==> src/hw/chfo_map.vh <==
// Overview of operation
// - Input selector resets to external pin pair
// - Code 01b shorts the converter inputs
// - Code 10b feeds positive DC test
// - Code 11b feeds negative DC test
// - Upper offset trim register, index 1Eh, reset 0000h
// - Upper register holds offset bits 23:8
// - Lower offset trim register, index 1Fh, reset 0000h
// - Lower bits 15:8 hold offset bits 7:0
// - Offset word is signed two's complement
// - Lower bits 7:0 read zero, ignore writes
//
// Constants for the channel four input and offset trim register slice.
// Assumes an AXI4-Lite master with 32-bit data and word-aligned accesses.
`ifndef CHFO_MAP_VH
`define CHFO_MAP_VH

// ==========================================================================
// Register indices (byte address is four times the index)
`define CHFO_IDX_W          6
`define CHFO_IDX_STAT       6'h1C
`define CHFO_IDX_CFG        6'h1D
`define CHFO_IDX_OFS_HI     6'h1E
`define CHFO_IDX_OFS_LO     6'h1F

// ==========================================================================
// Input selector codes
`define CHFO_SEL_PINS       2'h0
`define CHFO_SEL_SHORT      2'h1
`define CHFO_SEL_TEST_POS   2'h2
`define CHFO_SEL_TEST_NEG   2'h3

// ==========================================================================
// Field positions
`define CHFO_SEL_LSB        0
`define CHFO_LO_FIELD_LSB   8
`define CHFO_STAT_SIGN_BIT  4

// ==========================================================================
// Reset values
`define CHFO_RST_SEL        2'h0
`define CHFO_RST_OFS_HI     16'h0000
`define CHFO_RST_OFS_LO     8'h00
`define CHFO_LO_RESERVED    8'h00

// ==========================================================================
// Bus responses
`define CHFO_RESP_OKAY      2'h0
`define CHFO_RESP_SLVERR    2'h2

`endif

==> src/hw/chfo_input_route.v <==
// Decodes the channel four input selector into one-hot route enables.
// Assumes the analog switch matrix takes exactly one enable high at a time.
`timescale 1ns/1ps
`include "chfo_map.vh"

module chfo_input_route (
    input  wire       clk_i,            // System clock
    input  wire       resetn_i,         // Async reset, active low
    input  wire [1:0] sel_i,            // Input selector code
    output reg        route_pins_o,     // Connect external pin pair
    output reg        route_short_o,    // Short converter inputs
    output reg        route_test_pos_o, // Positive DC test signal
    output reg        route_test_neg_o  // Negative DC test signal
);

    // ======================================================================
    // Registered decode, glitch-free for the switch drivers
    always @(posedge clk_i or negedge resetn_i) begin
        if (!resetn_i) begin
            route_pins_o     <= 1'b1;
            route_short_o    <= 1'b0;
            route_test_pos_o <= 1'b0;
            route_test_neg_o <= 1'b0;
        end else begin
            route_pins_o     <= 1'b0;
            route_short_o    <= 1'b0;
            route_test_pos_o <= 1'b0;
            route_test_neg_o <= 1'b0;
            case (sel_i)
                `CHFO_SEL_PINS:     route_pins_o     <= 1'b1;
                `CHFO_SEL_SHORT:    route_short_o    <= 1'b1;
                `CHFO_SEL_TEST_POS: route_test_pos_o <= 1'b1;
                `CHFO_SEL_TEST_NEG: route_test_neg_o <= 1'b1;
                default:            route_pins_o     <= 1'b1;
            endcase
        end
    end

endmodule

==> src/hw/chfo_offset_pack.v <==
// Packs the two trim registers into the signed 24-bit offset word.
// Assumes the datapath adds the word as two's complement.
`timescale 1ns/1ps

module chfo_offset_pack (
    input  wire        clk_i,         // System clock
    input  wire        resetn_i,      // Async reset, active low
    input  wire [15:0] upper_i,       // Offset bits 23:8
    input  wire [7:0]  lower_i,       // Offset bits 7:0
    output reg  [23:0] offset_word_o, // Packed offset word
    output reg         offset_neg_o   // Offset is negative
);

    // ======================================================================
    // Register the word so the datapath sees both halves change together
    always @(posedge clk_i or negedge resetn_i) begin
        if (!resetn_i) begin
            offset_word_o <= 24'h000000;
            offset_neg_o  <= 1'b0;
        end else begin
            offset_word_o <= {upper_i, lower_i};
            offset_neg_o  <= upper_i[15];
        end
    end

endmodule

==> src/hw/chfo_regs.v <==
// Channel four input selector and offset trim registers, AXI4-Lite slave.
// Assumes a master that keeps one write and one read outstanding at most.
//
// Decided for this implementation: register access over AXI4-Lite.
`timescale 1ns/1ps
`include "chfo_map.vh"

module chfo_regs #(
    parameter ADDR_W = 8                    // Byte address width
) (
    input  wire              clk_i,              // System clock
    input  wire              resetn_i,           // Async reset, active low
    // Write address channel
    input  wire [ADDR_W-1:0] s_axi_awaddr_i,     // Write byte address
    input  wire [2:0]        s_axi_awprot_i,     // Protection, unused
    input  wire              s_axi_awvalid_i,    // Address valid
    output wire              s_axi_awready_o,    // Address accepted
    // Write data channel
    input  wire [31:0]       s_axi_wdata_i,      // Write data
    input  wire [3:0]        s_axi_wstrb_i,      // Byte enables
    input  wire              s_axi_wvalid_i,     // Data valid
    output wire              s_axi_wready_o,     // Data accepted
    // Write response channel
    output reg  [1:0]        s_axi_bresp_o,      // Write response
    output reg               s_axi_bvalid_o,     // Response valid
    input  wire              s_axi_bready_i,     // Response accepted
    // Read address channel
    input  wire [ADDR_W-1:0] s_axi_araddr_i,     // Read byte address
    input  wire [2:0]        s_axi_arprot_i,     // Protection, unused
    input  wire              s_axi_arvalid_i,    // Address valid
    output wire              s_axi_arready_o,    // Address accepted
    // Read data channel
    output reg  [31:0]       s_axi_rdata_o,      // Read data
    output reg  [1:0]        s_axi_rresp_o,      // Read response
    output reg               s_axi_rvalid_o,     // Data valid
    input  wire              s_axi_rready_i,     // Data accepted
    // Analog routing
    output wire              route_pins_o,       // External pins connected
    output wire              route_short_o,      // Inputs shorted
    output wire              route_test_pos_o,   // Positive DC test
    output wire              route_test_neg_o,   // Negative DC test
    // Offset to datapath
    output wire [23:0]       offset_word_o,      // Signed offset word
    output wire              offset_neg_o        // Offset sign
);

    // ======================================================================
    // Register state
    reg  [1:0]              ch_four_input_select;       // Selector field
    reg  [15:0]             ch_four_offset_upper_bits;  // Offset 23:8
    reg  [7:0]              ch_four_offset_lower_bits;  // Offset 7:0

    // ======================================================================
    // Write channel holding state
    reg                     aw_full;     // Write address captured
    reg                     w_full;      // Write data captured
    reg  [`CHFO_IDX_W-1:0]  aw_idx;      // Captured word index
    reg  [31:0]             w_data;      // Captured write data
    reg  [3:0]              w_strb;      // Captured byte enables

    // ======================================================================
    // Decode helpers
    wire [`CHFO_IDX_W-1:0]  ar_idx;      // Read word index
    wire                    do_write;    // Commit write this edge
    wire                    do_read;     // Accept read this edge
    wire                    w_hit;       // Write index is a writable register
    reg                     r_hit;       // Read index is mapped
    reg  [31:0]             next_rdata;  // Read data mux

    // Status view of the routing and sign
    wire [3:0]              route_vec;   // One-hot route enables
    wire [15:0]             stat_word;   // Status register image

    // ======================================================================
    // Handshake outputs
    // Each address/data channel stalls once it holds an item until the
    // write commits; this caps us at one write in flight.
    assign s_axi_awready_o = !aw_full;
    assign s_axi_wready_o  = !w_full;

    // Read address only taken while no read answer is pending
    assign s_axi_arready_o = !s_axi_rvalid_o;

    // ======================================================================
    // Index extraction; low two address bits ignored (word aligned)
    assign ar_idx = s_axi_araddr_i[`CHFO_IDX_W+1:2];

    // Write commits once address and data are both in and the previous
    // response has been taken, so a response is never overwritten.
    assign do_write = aw_full && w_full && !s_axi_bvalid_o;
    assign do_read  = s_axi_arvalid_i && !s_axi_rvalid_o;

    // Only the selector and the two trim words accept writes
    assign w_hit = (aw_idx == `CHFO_IDX_CFG)    ||
                   (aw_idx == `CHFO_IDX_OFS_HI) ||
                   (aw_idx == `CHFO_IDX_OFS_LO);

    // ======================================================================
    // Capture write address, in any order relative to data
    always @(posedge clk_i or negedge resetn_i) begin
        if (!resetn_i) begin
            aw_full <= 1'b0;
            aw_idx  <= {`CHFO_IDX_W{1'b0}};
        end else if (s_axi_awvalid_i && !aw_full) begin
            // Take the address and hold it
            aw_full <= 1'b1;
            aw_idx  <= s_axi_awaddr_i[`CHFO_IDX_W+1:2];
        end else if (do_write) begin
            // Release for the next write
            aw_full <= 1'b0;
        end
    end

    // ======================================================================
    // Capture write data, in any order relative to address
    always @(posedge clk_i or negedge resetn_i) begin
        if (!resetn_i) begin
            w_full <= 1'b0;
            w_data <= 32'h00000000;
            w_strb <= 4'h0;
        end else if (s_axi_wvalid_i && !w_full) begin
            // Take the data beat and hold it
            w_full <= 1'b1;
            w_data <= s_axi_wdata_i;
            w_strb <= s_axi_wstrb_i;
        end else if (do_write) begin
            // Release for the next write
            w_full <= 1'b0;
        end
    end

    // ======================================================================
    // Register writes, byte lanes honoured
    always @(posedge clk_i or negedge resetn_i) begin
        if (!resetn_i) begin
            ch_four_input_select      <= `CHFO_RST_SEL;
            ch_four_offset_upper_bits <= `CHFO_RST_OFS_HI;
            ch_four_offset_lower_bits <= `CHFO_RST_OFS_LO;
        end else if (do_write) begin
            case (aw_idx)
                `CHFO_IDX_CFG: begin
                    // Selector lives in lane 0
                    if (w_strb[0]) begin
                        ch_four_input_select <=
                            w_data[`CHFO_SEL_LSB+1:`CHFO_SEL_LSB];
                    end
                end
                `CHFO_IDX_OFS_HI: begin
                    // Full sixteen bits, two lanes
                    if (w_strb[0]) begin
                        ch_four_offset_upper_bits[7:0] <= w_data[7:0];
                    end
                    if (w_strb[1]) begin
                        ch_four_offset_upper_bits[15:8] <= w_data[15:8];
                    end
                end
                `CHFO_IDX_OFS_LO: begin
                    // Lane 0 is reserved; its write data are dropped
                    if (w_strb[1]) begin
                        ch_four_offset_lower_bits <=
                            w_data[`CHFO_LO_FIELD_LSB+7:`CHFO_LO_FIELD_LSB];
                    end
                end
                default: begin
                    // Unmapped or read-only: nothing stored
                end
            endcase
        end
    end

    // ======================================================================
    // Write response
    // OKAY for writes to the selector and trim words, SLVERR for anything else (status included)
    always @(posedge clk_i or negedge resetn_i) begin
        if (!resetn_i) begin
            s_axi_bvalid_o <= 1'b0;
            s_axi_bresp_o  <= `CHFO_RESP_OKAY;
        end else if (do_write) begin
            s_axi_bvalid_o <= 1'b1;
            s_axi_bresp_o  <= w_hit ? `CHFO_RESP_OKAY : `CHFO_RESP_SLVERR;
        end else if (s_axi_bready_i) begin
            // Response taken by the master
            s_axi_bvalid_o <= 1'b0;
        end
    end

    // ======================================================================
    // Status image: route enables and offset sign
    // Reads the registered outputs, so it lags a selector write by one
    // cycle; software sees what the switches really do.
    assign route_vec = {route_test_neg_o, route_test_pos_o,
                        route_short_o, route_pins_o};
    assign stat_word = {11'h000, offset_neg_o, route_vec};

    // ======================================================================
    // Read data mux
    always @* begin
        next_rdata = 32'h00000000;
        r_hit      = 1'b1;
        case (ar_idx)
            `CHFO_IDX_STAT: begin
                // Live routing and sign
                next_rdata = {16'h0000, stat_word};
            end
            `CHFO_IDX_CFG: begin
                // Selector in its field, rest zero
                next_rdata = {30'h00000000, ch_four_input_select};
            end
            `CHFO_IDX_OFS_HI: begin
                // Offset bits 23:8
                next_rdata = {16'h0000, ch_four_offset_upper_bits};
            end
            `CHFO_IDX_OFS_LO: begin
                // Offset bits 7:0 over a reserved zero byte
                next_rdata = {16'h0000, ch_four_offset_lower_bits,
                              `CHFO_LO_RESERVED};
            end
            default: begin
                // Unmapped: zero data, error response
                r_hit = 1'b0;
            end
        endcase
    end

    // ======================================================================
    // Read response, one cycle after the address is taken
    always @(posedge clk_i or negedge resetn_i) begin
        if (!resetn_i) begin
            s_axi_rvalid_o <= 1'b0;
            s_axi_rdata_o  <= 32'h00000000;
            s_axi_rresp_o  <= `CHFO_RESP_OKAY;
        end else if (do_read) begin
            s_axi_rvalid_o <= 1'b1;
            s_axi_rdata_o  <= next_rdata;
            s_axi_rresp_o  <= r_hit ? `CHFO_RESP_OKAY : `CHFO_RESP_SLVERR;
        end else if (s_axi_rready_i) begin
            // Data taken by the master
            s_axi_rvalid_o <= 1'b0;
        end
    end

    // ======================================================================
    // Input routing decode
    chfo_input_route u_route (
        .clk_i            (clk_i),
        .resetn_i         (resetn_i),
        .sel_i            (ch_four_input_select),
        .route_pins_o     (route_pins_o),
        .route_short_o    (route_short_o),
        .route_test_pos_o (route_test_pos_o),
        .route_test_neg_o (route_test_neg_o)
    );

    // ======================================================================
    // Offset word packing
    chfo_offset_pack u_pack (
        .clk_i         (clk_i),
        .resetn_i      (resetn_i),
        .upper_i       (ch_four_offset_upper_bits),
        .lower_i       (ch_four_offset_lower_bits),
        .offset_word_o (offset_word_o),
        .offset_neg_o  (offset_neg_o)
    );

endmodule

==> config.mk <==
export PLATFORM = sky130hd
export DESIGN_NAME = chfo_regs
export DESIGN_NICKNAME = d
export VERILOG_FILES = /design/src/hw/chfo_input_route.v /design/src/hw/chfo_offset_pack.v /design/src/hw/chfo_regs.v
export VERILOG_INCLUDE_DIRS = /design/src /design/src/hw
export SDC_FILE = /design/constraint.sdc
export NUM_CORES = 1
export LEC_CHECK = 0
export BUFFER_PORTS_ARGS = -buffer_cell sky130_fd_sc_hd__buf_2
export CORE_ASPECT_RATIO = 0.8
export CORE_MARGIN = 4
export CORE_UTILIZATION = 53
export DETAILED_ROUTE_END_ITERATION = 8
export HOLD_SLACK_MARGIN = 0.12
export PLACE_DENSITY = 0.85
export SKIP_LAST_GASP = 1
export SLEW_MARGIN = 30
export SYNTH_ARGS = -nofsm -noshare
export SYNTH_HDL_FRONTEND = slang
export SYNTH_SLANG_ARGS = --single-unit
==> constraint.sdc <==
create_clock -name clk_i -period 4.3 [get_ports clk_i]
set_input_delay 0.43 -clock clk_i [delete_from_list [all_inputs] [get_ports clk_i]]
set_output_delay 0.43 -clock clk_i [all_outputs]
set_load 0.01 [all_outputs]
==> Word level (Yosys, flattened, before mapping) <==
Index checks and enable logic that the tools add are counted.
{ "word_totals": {"in_bits": 65, "regBits": 119, "out_inout_bits": 70} }
{ "classes": {"n_eq_ne": 10, "n_reduce_logical": 21, "n_mux": 15} }
{ "op_table": {"columns": ["op", "n"], "rows": [
  ["16-bit case mux with 4 select lines", 1],
  ["6-bit by 5-bit equality test with 1-bit output (second input constant)", 7],
  ["1-bit 2-to-1 mux", 12],
  ["3-bit AND reduction", 4],
  ["2-bit nonzero test", 4],
  ["1-bit logical AND", 5],
  ["2-bit equality test (second input constant)", 2],
  ["1-bit logical NOT", 4],
  ["2-bit 2-to-1 mux", 2],
  ["4-bit OR reduction", 1],
  ["2-bit by 1-bit equality test with 1-bit output (second input constant)", 1],
  ["2-bit logical NOT", 1],
  ["1-bit logical OR", 2]
]} }

==> Depth between registers and ports, before layout <==
{ "depth": {"ltp_word": 4, "depth_mapped": 5, "ltp_nobuf": 3} }

==> Cells and area by module <==
From an unflattened synthesis, not the netlist that was laid out.
{ "hier_totals": {"cells_unflattened": 267, "area_unflattened_um2": 3891.2} }
{ "by_module_without_submodules": {"columns": ["module", "instances", "area_per_inst_um2", "cells_each"], "rows": [
  ["chfo_regs", 1, 3155.5, 234],
  ["chfo_offset_pack", 1, 608.1, 25],
  ["chfo_input_route", 1, 127.6, 8]
]} }

==> Worst setup path after synthesis <==
OpenSTA, ideal clock, no wires.
{ "synth_path": {"kind": "reg-to-reg", "start": "register s_axi_bvalid_o", "end": "register ch_four_offset_upper_bits[0]", "stages_incl_launch_ff": 4, "t_required_ps": 4175, "t_arrival_ps": 1560, "slack_ps": 2615, "path_buffers": 0, "cell_sequence": "dfrtp_1 nand4b_2 nor4b_4 mux2_2"} }
{ "synth_between": {"elab_chain_len": 3} }
{ "synth_lines": {"columns": ["element", "line", "rtl"], "rows": [
  ["from (decl)", "chfo_regs.v:25", "output reg s_axi_bvalid_o,"],
  ["from (signal assigned)", "chfo_regs.v:176", "s_axi_bvalid_o <= 1'b0;"],
  ["from (signal assigned)", "chfo_regs.v:179", "s_axi_bvalid_o <= 1'b1;"],
  ["from (signal assigned)", "chfo_regs.v:183", "s_axi_bvalid_o <= 1'b0;"],
  ["1-bit logical NOT", "chfo_regs.v:90", "assign do_write = aw_full && w_full && !s_axi_bvalid_o;"],
  ["1-bit logical AND", "chfo_regs.v:90", null],
  ["3-bit AND reduction (no source line)", null, null],
  ["to (signal assigned)", "chfo_regs.v:137", "ch_four_offset_upper_bits <= `CHFO_RST_OFS_HI;"],
  ["to (signal assigned)", "chfo_regs.v:151", "ch_four_offset_upper_bits[7:0] <= w_data[7:0];"],
  ["to (decl)", "chfo_regs.v:50", "reg [15:0] ch_four_offset_upper_bits;"]
]} }
No other way between the ends.
A chain may end at the register's enable or synchronous reset.

==> Final worst setup path <==
{ "layout_path": {"start": "register s_axi_bvalid_o", "end": "register ch_four_offset_upper_bits[4]"} }
The elaborated chain is that of the path after synthesis.

==> results.py <==
metrics = {
    "outcome": {
        "status": "complete, no violations",
    },
    "sta": {
        "finalCriticalPeriod_ps": 1890,
        "setup_viol": 0,
        "max_freq_ghz": 0.528,
        "tightest_slew_ps": 943,
        "rsz0062_at_grt": "no",
        "clock_skew_ps": 8.18,
        "min_period_over_period": 0.440,
        "setup_slack_ps": 2410,
        "maxSlewViolCount": 0,
        "finalHoldViolCount": 0,
        "slew_headroom": 0.371,
        "setup_tns_ps": 0,
        "hold_ws_ps": 141,
    },
    "synth": {
        "synth_area_um2": 3860,
        "ys_seq_area_frac": 0.648,
        "yosys_warnings": 0,
        "ys_types": 30,
        "syn_inst": 267,
        "synth.avg_cell_area_um2": 14.5,
        "ys_ff_latch": 100,
    },
    "placement": {
        "port_buffers": 88,
        "pre_cts_ws_ps": 2380,
        "place.gp.congestion": 0.765,
        "dp_hpwl_um": 5230,
        "dp.cells": 431,
        "post_dp_cell_area_um2": 4300,
    },
    "power_and_ir_drop": {
        "combPwrFrac": 0.227,
        "pwr-share-clk": 0.204,
        "leakage_nw": 2.35,
        "peakVddDrop_mv": 0.297,
        "switching_share": 0.308,
        "power.density_nw_per_um2": 563,
        "p_seq_frac": 0.568,
        "internal_power_mw": 1.74,
        "p_switching_mw": 0.775,
        "report.power.total_mw": 2.51,
    },
    "critical_path": {
        "crit_path_end_kind": "flop",
        "cpPeakStageDelay_ps": 640,
        "crit_arrival_ps": 2130,
        "crit_path_start_kind": "flop",
        "crit_path_cell_trace": "nand4b_2, nor4b_4, mux2_2",
        "cp_max_fo": 8,
        "critPathKind": "flop to flop",
        "worst_path_dominant_cell_family": "simple AND/OR/NAND/NOR gates",
        "cp_num_buf_inv": 0,
        "required_ps": 4540,
        "cp_slowest_cell": "nor4b_4",
    },
    "global_routing": {
        "grt_max_degree": 64,
        "grtUsageTotal": 0.178,
        "grt_pass1_wl_um": 11800,
        "grt-ovfl-total": 0,
        "grt_pass1_vias": 2317,
        "antenna_found_initial": 1,
    },
    "cts": {
        "clockBufferDepth": 2,
        "cts_sinks": 100,
        "h-tree-depth": 3,
        "ctsHoldBuffers": 0,
        "numCtsBuffers": 9,
        "clk_latency_ps": 350,
        "clk_pin_slew_worst_paths_ps": 90,
        "post_cts_buffers": 0,
        "cts_root_buf": "clkbuf_8",
        "tritoncts": "done",
        "ctsResizeCount": 0,
    },
    "floorplan": {
        "die_y_um": 84.3,
        "die_w_um": 103,
        "core_um2": 6990,
        "initial_core_util": 0.552,
        "fp-row-count": 27,
        "die_area_um2": 8720,
        "io-pin-count": 135,
    },
    "flow_run": {
        "max_cap_viol_count": 0,
    },
    "routing": {
        "drt-wirelength-per-cell_um": 16.2,
        "firstDrtPassIters": 3,
        "wl_um": 7240,
        "vias_per_cell": 5.13,
        "remaining_drc_errors": 0,
        "ant_nets": 0,
        "vias": 2287,
        "drt_iter0_drc": 54,
    },
    "cells_and_area": {
        "num_antenna_cells": 0,
        "postLayoutCoreUtil": 0.639,
        "fin_area_um2": 4470,
        "fin_cells": 446,
        "areaGrowthSynthToFinish_pct": 15.7,
        "nets": 420,
        "drive_above_1_share": 0.454,
    },
    "worst_hold_path": {
        "hold_class": "input port to async pin",
    },
}
## power groups by stage
stage	sequential, mW	clock, mW	combinational [mW]
2_1_floorplan	1.44	0	0.368
3_3_place_gp	1.43	0	0.558
3_5_place_dp	1.45	0	0.581
4_1_cts	1.43	0.528	0.584
5_1_grt	1.47	0.567	0.631
6_report	1.43	0.514	0.572
## layout make-up
class                   count  area [um^2]
clock buffers               9          124
clock inverters             6         42.5
fillers                   565         2520
inverters                   6         22.5
multi-input cells         149         1220
flip-flops and latches    100         2500
well taps                  87          109
repair buffers             89          450
## per-layer routing
| metal | part of all wire | global-route usage | vias up |
|---|---|---|---|
| met2 | 0.48 | 0.270 | 71 |
| li1 | - | - | 1057 |
| met4 | 0.0084 | 0.0459 | 2 |
| met5 | 0.0018 | 0 | - |
| met1 | 0.45 | 0.248 | 1148 |
| met3 | 0.061 | 0.0581 | 9 |
## kinds of logic after synthesis
logic type	Yosys count	synth area share
AO/OA/AOI/OAI	24	0.0454
buffers and inverters	35	0.0535
flip-flops	100	0.648
multiplexers	62	0.177
other	1	0.000971
AND/OR/NAND/NOR	45	0.0752
## final timing paths
path | cells after the start | from | to | slack, ps
max | 3 | s_axi_bvalid_o$_DFFE_PN0P_ | ch_four_offset_upper_bits[4]$_DFFE_PN0P_ | 2410
min | 1 | resetn_i | u_pack.offset_word_o[12]$_DFF_PN0_ | 140
max reg2reg | 3 | s_axi_bvalid_o$_DFFE_PN0P_ | ch_four_offset_upper_bits[4]$_DFFE_PN0P_ | 2410
min reg2reg | 0 | ch_four_offset_upper_bits[15]$_DFFE_PN0P_ | u_pack.offset_neg_o$_DFF_PN0_ | 400
max in group asynchronous | 2 | resetn_i | u_route.route_pins_o$_DFF_PN1_ | 3170
min in group clk_i | 2 | s_axi_bready_i | s_axi_bvalid_o$_DFFE_PN0P_ | 250
## cell usage in the layout, fill, tap and decap left out
cell type,instances
o21ai_0,4
mux2_2,49
and2_1,1
nand4b_4,1
inv_1,6
mux2i_1,13
clkinvlp_4,2
clkinv_2,2
clkbuf_8,9
nand2_1,21
a22o_1,2
o31ai_1,14
dfrtp_1,99
dfstp_2,1
nand3b_1,1
nor4b_4,1
nor4_4,1
nor2b_1,4
buf_4,2
and2b_2,1
nand4b_2,1
nor2_1,6
nor3_4,1
nand2b_2,1
nand4b_1,1
buf_2,87
or2_2,2
o2bb2ai_1,2
o21a_1,2
conb_1,18
nor4_1,1
and2b_1,1
clkinv_4,2
## state kept, by name, indices dropped and copies added (netlist names)
| name | count |
|---|---|
| u_route.route_pins_o | 1 |
| w_strb | 2 |
| aw_idx | 6 |
| ch_four_input_select | 2 |
| s_axi_bresp_o | 1 |
| w_data | 16 |
| s_axi_rresp_o | 1 |
| u_pack.offset_neg_o | 1 |
| w_full | 1 |
| ch_four_offset_upper_bits | 16 |
| u_route.route_test_neg_o | 1 |
| aw_full | 1 |
| s_axi_rvalid_o | 1 |
| u_pack.offset_word_o | 23 |
| u_route.route_test_pos_o | 1 |
| ch_four_offset_lower_bits | 8 |
| u_route.route_short_o | 1 |
| s_axi_rdata_o | 16 |
| s_axi_bvalid_o | 1 |
## cells in the mapped netlist
library cell,n,area (um^2)
conb_1,1,3.75
or2_2,2,12.5
dfstp_2,1,26.3
mux2i_1,13,130
clkbuf_1,7,26.3
o31ai_1,14,105
nand4b_4,1,23.8
a22o_1,2,17.5
nand2_1,21,78.8
nand3b_1,1,7.51
and2_1,1,6.26
nor4_1,1,6.26
buf_2,3,15.0
and2b_1,1,7.51
nand2b_1,1,6.26
nand4b_2,1,15.0
o2bb2ai_1,2,17.5
nor2_1,6,22.5
nor2b_1,4,25.0
inv_1,6,22.5
nor3_4,1,16.3
nand4b_1,1,8.76
o21ai_0,4,20.0
dfrtp_1,99,2480
and2b_2,1,8.76
o21a_1,2,15.0
buf_4,19,143
nor4b_4,1,23.8
nor4_4,1,21.3
mux2_2,49,552
Note: power is estimated with default switching activity, not from simulation.
